File: src/common/dbb_pkg.sv
// Package for the DSP boot vector and bridge configuration register bank
// Operation
// - 32-bit RW DSP boot vector, reset zero
// - Bits 31:30 select host data pad pull
// - Bit 29 set forces memory cke low
// - Bit 6 selects CPU-to-DSP bridge speed
// - Bits 11:10 convert CPU-to-DSP INCR reads
// - Bits 9:8 set CPU-to-DSP write block size
// - Bit 0 selects DSP-to-CPU bridge speed
// - Bits 5:4 convert DSP-to-CPU INCR reads
// - Bits 3:2 set DSP-to-CPU write block size
// - Strategy bit 0 forwards writes at once
// - Strategy bit 1 waits for whole block
package dbb_pkg;

  // ---------------------------------------------------------------
  // Register map
  // ---------------------------------------------------------------
  localparam logic [7:0] DBB_BOOT_VEC_OFS = 8'h18;
  localparam logic [7:0] DBB_BRG_CFG_OFS = 8'h1C;
  localparam logic [31:0] DBB_BOOT_VEC_RST = 32'h0000_0000;
  localparam logic [31:0] DBB_BRG_CFG_RST = 32'h0000_0000;
  localparam logic [31:0] DBB_BRG_CFG_MASK = 32'hE000_0FFF;

  // ---------------------------------------------------------------
  // Field positions
  // ---------------------------------------------------------------
  localparam int DBB_PAD_PULL_LSB = 30;
  localparam int DBB_CKE_LOW_BIT = 29;
  localparam int DBB_C2D_RDCNV_LSB = 10;
  localparam int DBB_C2D_BLK_LSB = 8;
  localparam int DBB_C2D_WSTRAT_BIT = 7;
  localparam int DBB_C2D_SEL_BIT = 6;
  localparam int DBB_D2C_RDCNV_LSB = 4;
  localparam int DBB_D2C_BLK_LSB = 2;
  localparam int DBB_D2C_WSTRAT_BIT = 1;
  localparam int DBB_D2C_SEL_BIT = 0;

  // ---------------------------------------------------------------
  // Field codes
  // ---------------------------------------------------------------
  localparam logic [1:0] DBB_PULL_DOWN = 2'h0;
  localparam logic [1:0] DBB_PULL_UP = 2'h3;
  localparam logic [1:0] DBB_RESP_OKAY = 2'h0;
  localparam logic [1:0] DBB_RESP_SLVERR = 2'h2;

  typedef enum logic [1:0] {DBB_RD_KEEP, DBB_RD_INCR4, DBB_RD_INCR8, DBB_RD_INCR16} dbb_rdcnv_e;
  typedef enum logic [1:0] {DBB_BLK_BURST, DBB_BLK_INCR4, DBB_BLK_RSV2, DBB_BLK_RSV3} dbb_blk_e;

  // One bridge direction as seen by the bridge logic
  typedef struct packed {
    logic high_speed;
    dbb_rdcnv_e rd_conv;
    dbb_blk_e blk_size;
    logic wr_block;
  } dbb_bridge_s;

endpackage : dbb_pkg

File: src/hw/dbb_regs.sv
// AXI4-Lite register bank for DSP boot vector and bridge configuration
//
// Register access over AXI4-Lite was left to the implementer.
module dbb_regs
  import dbb_pkg::*;
(
  input wire logic sys_clk,
  input wire logic rst,
  input wire logic [7:0] s_axi_awaddr,
  input wire logic s_axi_awvalid,
  output logic s_axi_awready,
  input wire logic [31:0] s_axi_wdata,
  input wire logic [3:0] s_axi_wstrb,
  input wire logic s_axi_wvalid,
  output logic s_axi_wready,
  output logic [1:0] s_axi_bresp,
  output logic s_axi_bvalid,
  input wire logic s_axi_bready,
  input wire logic [7:0] s_axi_araddr,
  input wire logic s_axi_arvalid,
  output logic s_axi_arready,
  output logic [31:0] s_axi_rdata,
  output logic [1:0] s_axi_rresp,
  output logic s_axi_rvalid,
  input wire logic s_axi_rready,
  output logic [31:0] dsp_boot_vector,
  output logic host_pull_en,
  output logic host_pull_up,
  input wire logic mem_cke_in,
  output logic mem_cke_out,
  output dbb_bridge_s c2d_bridge,
  output dbb_bridge_s d2c_bridge
);

  // ---------------------------------------------------------------
  // Storage
  // ---------------------------------------------------------------
  logic [31:0] boot_q;
  logic [31:0] cfg_q;
  logic [7:0] awaddr_q;
  logic aw_have_q;
  logic [31:0] wdata_q;
  logic [3:0] wstrb_q;
  logic w_have_q;
  logic bvalid_q;
  logic [1:0] bresp_q;
  logic rvalid_q;
  logic [31:0] rdata_q;
  logic [1:0] rresp_q;

  // ---------------------------------------------------------------
  // Write channel
  // ---------------------------------------------------------------
  // Address and data are latched independently, so either may come first
  assign s_axi_awready = !aw_have_q && !bvalid_q;
  assign s_axi_wready = !w_have_q && !bvalid_q;

  wire aw_take = s_axi_awvalid && s_axi_awready;
  wire w_take = s_axi_wvalid && s_axi_wready;
  wire aw_ok = aw_have_q || aw_take;
  wire w_ok = w_have_q || w_take;
  wire wr_fire = aw_ok && w_ok && !bvalid_q;
  wire [7:0] wr_addr = aw_have_q ? awaddr_q : s_axi_awaddr;
  wire [31:0] wr_data = w_have_q ? wdata_q : s_axi_wdata;
  wire [3:0] wr_strb = w_have_q ? wstrb_q : s_axi_wstrb;
  wire wr_boot = wr_fire && (wr_addr[7:2] == DBB_BOOT_VEC_OFS[7:2]);
  wire wr_cfg = wr_fire && (wr_addr[7:2] == DBB_BRG_CFG_OFS[7:2]);

  logic [31:0] strb_mask;
  always_comb
  begin
    for (int i = 0; i < 4; i++)
    begin
      strb_mask[i*8 +: 8] = {8{wr_strb[i]}};
    end
  end

  wire [31:0] boot_d = (boot_q & ~strb_mask) | (wr_data & strb_mask);
  // Reserved bits 28:12 are not stored and read back as zero
  wire [31:0] cfg_d = ((cfg_q & ~strb_mask) | (wr_data & strb_mask))
                      & DBB_BRG_CFG_MASK;

  always_ff @(posedge sys_clk)
  begin
    if (rst)
    begin
      boot_q <= DBB_BOOT_VEC_RST;
      cfg_q <= DBB_BRG_CFG_RST;
      aw_have_q <= 1'b0;
      w_have_q <= 1'b0;
      awaddr_q <= 8'h00;
      wdata_q <= 32'h0000_0000;
      wstrb_q <= 4'h0;
      bvalid_q <= 1'b0;
      bresp_q <= DBB_RESP_OKAY;
    end
    else
    begin
      if (aw_take)
      begin
        awaddr_q <= s_axi_awaddr;
      end
      if (w_take)
      begin
        wdata_q <= s_axi_wdata;
        wstrb_q <= s_axi_wstrb;
      end
      if (wr_fire)
      begin
        aw_have_q <= 1'b0;
        w_have_q <= 1'b0;
        bvalid_q <= 1'b1;
        bresp_q <= (wr_boot || wr_cfg) ? DBB_RESP_OKAY : DBB_RESP_SLVERR;
      end
      else
      begin
        aw_have_q <= aw_ok;
        w_have_q <= w_ok;
        if (s_axi_bready)
        begin
          bvalid_q <= 1'b0;
        end
      end
      if (wr_boot)
      begin
        boot_q <= boot_d;
      end
      if (wr_cfg)
      begin
        cfg_q <= cfg_d;
      end
    end
  end

  assign s_axi_bvalid = bvalid_q;
  assign s_axi_bresp = bresp_q;

  // ---------------------------------------------------------------
  // Read channel
  // ---------------------------------------------------------------
  assign s_axi_arready = !rvalid_q;
  wire ar_take = s_axi_arvalid && s_axi_arready;
  wire rd_boot = s_axi_araddr[7:2] == DBB_BOOT_VEC_OFS[7:2];
  wire rd_cfg = s_axi_araddr[7:2] == DBB_BRG_CFG_OFS[7:2];
  wire [31:0] rd_mux = rd_boot ? boot_q : (rd_cfg ? cfg_q : 32'h0000_0000);

  always_ff @(posedge sys_clk)
  begin
    if (rst)
    begin
      rvalid_q <= 1'b0;
      rdata_q <= 32'h0000_0000;
      rresp_q <= DBB_RESP_OKAY;
    end
    else if (ar_take)
    begin
      rvalid_q <= 1'b1;
      rdata_q <= rd_mux;
      rresp_q <= (rd_boot || rd_cfg) ? DBB_RESP_OKAY : DBB_RESP_SLVERR;
    end
    else if (s_axi_rready)
    begin
      rvalid_q <= 1'b0;
    end
  end

  assign s_axi_rvalid = rvalid_q;
  assign s_axi_rdata = rdata_q;
  assign s_axi_rresp = rresp_q;

  // ---------------------------------------------------------------
  // Field decode
  // ---------------------------------------------------------------
  assign dsp_boot_vector = boot_q;

  wire [1:0] pull_code = cfg_q[DBB_PAD_PULL_LSB +: 2];
  // Reserved pull codes leave the pads unpulled rather than guessing
  assign host_pull_en = (pull_code == DBB_PULL_DOWN) || (pull_code == DBB_PULL_UP);
  assign host_pull_up = pull_code == DBB_PULL_UP;

  assign mem_cke_out = mem_cke_in && !cfg_q[DBB_CKE_LOW_BIT];

  wire c2d_hs = cfg_q[DBB_C2D_SEL_BIT];
  wire d2c_hs = cfg_q[DBB_D2C_SEL_BIT];

  // Low-speed bridge sees neutral settings: keep INCR, burst block, low latency
  always_comb
  begin
    c2d_bridge.high_speed = c2d_hs;
    c2d_bridge.rd_conv = c2d_hs ? dbb_rdcnv_e'(cfg_q[DBB_C2D_RDCNV_LSB +: 2])
                                : DBB_RD_KEEP;
    c2d_bridge.blk_size = c2d_hs ? dbb_blk_e'(cfg_q[DBB_C2D_BLK_LSB +: 2])
                                 : DBB_BLK_BURST;
    c2d_bridge.wr_block = c2d_hs && cfg_q[DBB_C2D_WSTRAT_BIT];
    d2c_bridge.high_speed = d2c_hs;
    d2c_bridge.rd_conv = d2c_hs ? dbb_rdcnv_e'(cfg_q[DBB_D2C_RDCNV_LSB +: 2])
                                : DBB_RD_KEEP;
    d2c_bridge.blk_size = d2c_hs ? dbb_blk_e'(cfg_q[DBB_D2C_BLK_LSB +: 2])
                                 : DBB_BLK_BURST;
    d2c_bridge.wr_block = d2c_hs && cfg_q[DBB_D2C_WSTRAT_BIT];
  end

endmodule : dbb_regs

File: config.mk
export PLATFORM = sky130hd
export DESIGN_NAME = dbb_regs
export DESIGN_NICKNAME = d
export VERILOG_FILES = /design/src/common/dbb_pkg.sv /design/src/hw/dbb_regs.sv
export SDC_FILE = /design/constraint.sdc
export NUM_CORES = 1
export LEC_CHECK = 0
export BUFFER_PORTS_ARGS = -buffer_cell sky130_fd_sc_hd__buf_2
export CORE_UTILIZATION = 35
export DETAILED_ROUTE_END_ITERATION = 12
export PLACE_DENSITY = 0.55
export SYNTH_ARGS = -nofsm -noshare
export SYNTH_HDL_FRONTEND = slang
export SYNTH_SLANG_ARGS = --single-unit
File: constraint.sdc
create_clock -name sys_clk -period 2.6 [get_ports sys_clk]
set_clock_uncertainty 0.2 [all_clocks]
set_input_delay 0.26 -clock sys_clk [delete_from_list [all_inputs] [get_ports sys_clk]]
set_output_delay 0.26 -clock sys_clk [all_outputs]
set_load 0.01 [all_outputs]
==> impl_metrics.prom <==
# TYPE chip_impl_metric gauge
chip_impl_metric{name="cts_max_level",unit=""} 4
chip_impl_metric{name="timing.slew.headroom",unit=""} 0.412
chip_impl_metric{name="final-setup-viol-count",unit=""} 0
chip_impl_metric{name="first_global_vias",unit=""} 4799
chip_impl_metric{name="grt_use_total",unit=""} 0.197
chip_impl_metric{name="final_nets",unit=""} 864
chip_impl_metric{name="clk-insertion-delay-late",unit="ns"} 0.41
chip_impl_metric{name="fmaxAchievable",unit="MHz"} 413
chip_impl_metric{name="max_slew_violation_count",unit=""} 0
chip_impl_info{name="cts_tree",value="done"} 1
chip_impl_metric{name="route.detailed.vias_per_inst",unit=""} 5.13
chip_impl_metric{name="floorplan.io_pins",unit=""} 148
chip_impl_metric{name="total_negative_setup_slacks",unit="ns"} 0
chip_impl_info{name="setup.worst_path.end_class",value="flip-flop"} 1
chip_impl_metric{name="comb_power_share",unit=""} 0.102
chip_impl_info{name="outcome",value="completed"} 1
chip_impl_metric{name="setup_slack",unit="ns"} 0.176
chip_impl_metric{name="final_period_minus_worst_setup_slack",unit="ns"} 2.42
chip_impl_metric{name="synth_cell_types",unit=""} 36
chip_impl_metric{name="static-leakage-power",unit="nW"} 2.89
chip_impl_info{name="crit_type",value="input pin to flip-flop"} 1
chip_impl_metric{name="die_width",unit="um"} 126
chip_impl_metric{name="hold_ws",unit="ns"} 0.0763
chip_impl_metric{name="routed_wire_length_per_instance",unit="um"} 15.5
chip_impl_metric{name="cts_setup_buffers",unit=""} 0
chip_impl_metric{name="synth.yosys.warnings",unit=""} 0
chip_impl_info{name="timing.critical_path.cells",value="dlygate4sd3_1 -> buf_2 -> or4b_4 -> o22ai_4 -> and2_0 -> buf_4 -> a221oi_1"} 1
chip_impl_metric{name="wire_length_of_the_first_global_routing_pass",unit="um"} 24800
chip_impl_metric{name="cell_internal_pwr",unit="mW"} 3.92
chip_impl_metric{name="clock_path_buffers",unit=""} 2
chip_impl_metric{name="postLayoutCoreUtil",unit=""} 0.491
chip_impl_metric{name="cp.required",unit="ns"} 2.66
chip_impl_metric{name="grt_max_degree",unit=""} 66
chip_impl_metric{name="coreArea",unit="um^2"} 14800
chip_impl_metric{name="final_design_area_no_fill",unit="um^2"} 7240
chip_impl_metric{name="drt_total_wl",unit="um"} 15400
chip_impl_metric{name="routed-via-count",unit=""} 5120
chip_impl_metric{name="initial_core_util",unit=""} 0.364
chip_impl_metric{name="final.period_utilization",unit=""} 0.932
chip_impl_info{name="synth_area_leader_cell",value="sky130_fd_sc_hd__dfxtp_1"} 1
chip_impl_metric{name="worst_ir_drop_vdd",unit="mV"} 0.493
chip_impl_metric{name="placementRows",unit=""} 44
chip_impl_metric{name="sw_frac_of_total",unit=""} 0.228
chip_impl_metric{name="port_buffers",unit=""} 141
chip_impl_metric{name="worst_setup_hold_path_clk_slew",unit="ns"} 0.05
chip_impl_metric{name="syn2layout_area_growth",unit="%"} 34.7
chip_impl_metric{name="antenna_cells_inserted",unit=""} 0
chip_impl_metric{name="sink_count",unit=""} 127
chip_impl_metric{name="placedInstanceArea",unit="um^2"} 6170
chip_impl_metric{name="power",unit="mW"} 5.07
chip_impl_metric{name="pre_cts_ws",unit="ns"} 0.270
chip_impl_metric{name="power.switching",unit="mW"} 1.16
chip_impl_metric{name="placed_cells",unit=""} 924
chip_impl_metric{name="finalWeightedCongestion",unit=""} 0.810
chip_impl_metric{name="final_antenna_net_count",unit=""} 0
chip_impl_metric{name="die_y",unit="um"} 126
chip_impl_metric{name="tightest_slew",unit="ns"} 0.858
chip_impl_metric{name="crit_path_max_fanout",unit=""} 32
chip_impl_metric{name="postSynthRegisterBits",unit=""} 127
chip_impl_metric{name="synthesis.instances",unit=""} 642
chip_impl_info{name="cts_root_buffer",value="sky130_fd_sc_hd__clkbuf_16"} 1
chip_impl_info{name="critPathLaunchType",value="input pin"} 1
chip_impl_metric{name="fp.dieArea",unit="um^2"} 15900
chip_impl_metric{name="first_iter_violations",unit=""} 386
chip_impl_metric{name="grt_overflow",unit=""} 0
chip_impl_metric{name="power.density_cell_area",unit="nW/um^2"} 701
chip_impl_metric{name="drt_drc_violations_left",unit=""} 0
chip_impl_info{name="synth.top_cells.by_area",value="sky130_fd_sc_hd__dfxtp_1 (47%), sky130_fd_sc_hd__nand2_1 (7.3%), sky130_fd_sc_hd__a221oi_1 (6.2%), sky130_fd_sc_hd__a21oi_1 (4.9%), sky130_fd_sc_hd__a211oi_1 (4.3%)"} 1
chip_impl_info{name="critical_path.slowest_cell",value="sky130_fd_sc_hd__or4b_4"} 1
chip_impl_metric{name="synth_top_area_frac",unit=""} 0.473
chip_impl_info{name="timing.hold.worst.class",value="input pin to flip-flop"} 1
chip_impl_metric{name="cts_buffers",unit=""} 17
chip_impl_metric{name="syn_area",unit="um^2"} 5380
chip_impl_metric{name="hold_viol_final",unit=""} 0
chip_impl_metric{name="postSynthAreaPerCell",unit="um^2"} 8.37
chip_impl_metric{name="drive_gt1_frac",unit=""} 0.235
chip_impl_metric{name="layoutNonFillerInstCount",unit=""} 998
chip_impl_metric{name="yosysSeqAreaShare",unit=""} 0.473
chip_impl_metric{name="peak_per_stage_delay_on_the_critical_path",unit="ns"} 0.54
chip_impl_metric{name="seq_power_share",unit=""} 0.405
chip_impl_metric{name="max_cap_viol_count",unit=""} 0
chip_impl_metric{name="antenna_found_initial",unit=""} 0
chip_impl_metric{name="timing.critical_path.arrival",unit="ns"} 2.48
chip_impl_metric{name="power.share.clock",unit=""} 0.492
chip_impl_metric{name="firstDrtPassIters",unit=""} 5
chip_impl_info{name="grt_setup_unrepaired",value="false"} 1
chip_impl_metric{name="detailed_place_hpwl",unit="um"} 10700
==> Yosys cell counts <==
master                      count
sky130_fd_sc_hd__a22oi_1       17
sky130_fd_sc_hd__a211oi_4       1
sky130_fd_sc_hd__buf_4          8
sky130_fd_sc_hd__nand2_1      104
sky130_fd_sc_hd__nor2_1        41
sky130_fd_sc_hd__mux2_2         3
sky130_fd_sc_hd__nand3b_1       9
sky130_fd_sc_hd__o22ai_4        1
sky130_fd_sc_hd__inv_1         42
sky130_fd_sc_hd__a221oi_1      38
sky130_fd_sc_hd__and2_1         4
sky130_fd_sc_hd__buf_2          6
sky130_fd_sc_hd__a211oi_1      31
sky130_fd_sc_hd__a31oi_1        9
sky130_fd_sc_hd__o22ai_1        1
sky130_fd_sc_hd__nand3_2        4
sky130_fd_sc_hd__nor3_1         3
sky130_fd_sc_hd__nand2b_1       9
sky130_fd_sc_hd__mux2i_1       13
sky130_fd_sc_hd__or4b_4         1
sky130_fd_sc_hd__and4b_1        1
sky130_fd_sc_hd__clkbuf_1      34
sky130_fd_sc_hd__and2_0         1
sky130_fd_sc_hd__nor4b_1        1
sky130_fd_sc_hd__nor4_1         1
sky130_fd_sc_hd__a311oi_1       2
sky130_fd_sc_hd__conb_1         1
sky130_fd_sc_hd__buf_1          8
sky130_fd_sc_hd__dfxtp_1      127
sky130_fd_sc_hd__a21oi_1       53
sky130_fd_sc_hd__or3b_1         1
sky130_fd_sc_hd__nand4bb_1      1
sky130_fd_sc_hd__o21ai_0       23
sky130_fd_sc_hd__ha_1           1
sky130_fd_sc_hd__nand3_1       18
sky130_fd_sc_hd__nor2b_1       24
==> layout make-up <==
class	count	area [um^2]
fillers	1439	7520
flip-flops and latches	127	2540
multi-input cells	418	2430
repair buffers	197	1250
clock buffers	25	495
well taps	184	230
inverters	42	158
clock inverters	5	128
==> metal layers <==
| metal | global-route usage | wire (um) | vias up |
|---|---|---|---|
| met3 | 0.0378 | 701 | 20 |
| li1 | - | - | 2556 |
| met4 | 0.0815 | 300 | 0 |
| met1 | 0.277 | 7510 | 2396 |
| met5 | 0 | 0 | - |
| met2 | 0.294 | 6920 | 148 |
==> what timing repair did <==
| action | in CTS | in global routing |
|---|---|---|
| endpoints found under the setup margin | 0 | 1 |
| gates resized for setup | 0 | 1 |
| hold endpoints to repair | 44 | 0 |
| hold buffers | 44 | 0 |
==> worst max-delay path: cells and delay by family <==
kind / cells / cell delay, ns
and+or+nand+nor: 2 / 0.73
buffers and inverters: 3 / 1.00
AOI/OAI and AO/OA: 2 / 0.48
==> power by group through the flow <==
stage	logic [mW]	clock network, mW	registers (mW)
CTS	0.521	2.53	2.06
global placement	0.459	0	2.09
finish	0.520	2.50	2.06
floorplan	0.322	0	2.08
global route	0.575	2.61	2.06
detailed placement	0.468	0	2.10
==> path summary, 6_finish.rpt <==
check	startpoint	to	depth (start not counted)	slack [ns]
setup / recovery	s_axi_awaddr[5]	flip-flop	7	0.18
hold / removal	rst	s_axi_rdata[26]	2	0.08
setup reg to reg	aw_have_q	flip-flop	5	0.29
hold reg to reg	wdata_q[18]	wdata_q[18]	2	0.25
==> layout by cell type (no fill, tap or decap), types with 23 or more instances in the layout <==
master                          netlist  routed
sky130_fd_sc_hd__buf_2                6     140
sky130_fd_sc_hd__dfxtp_1            127     126
sky130_fd_sc_hd__nand2_1            104     104
sky130_fd_sc_hd__a21oi_1             53      53
sky130_fd_sc_hd__dlygate4sd3_1        0      44
sky130_fd_sc_hd__inv_1               42      42
sky130_fd_sc_hd__nor2_1              41      41
sky130_fd_sc_hd__a221oi_1            38      38
sky130_fd_sc_hd__a211oi_1            31      31
sky130_fd_sc_hd__nor2b_1             24      24
sky130_fd_sc_hd__o21ai_0             23      23
==> logic make-up (layout without fill, tap and decap cells) <==
family | Yosys count | after routing | synth area share
other | 1 | 2 | 0.000698
muxes | 16 | 16 | 0.0305
and+or+nand+nor | 223 | 223 | 0.196
buffers and inverters | 98 | 269 | 0.0754
adders and majority gates | 1 | 1 | 0.00233
AOI/OAI and AO/OA | 176 | 176 | 0.222
DFF | 127 | 127 | 0.473
No activity file was read; power rests on OpenSTA's default activity.
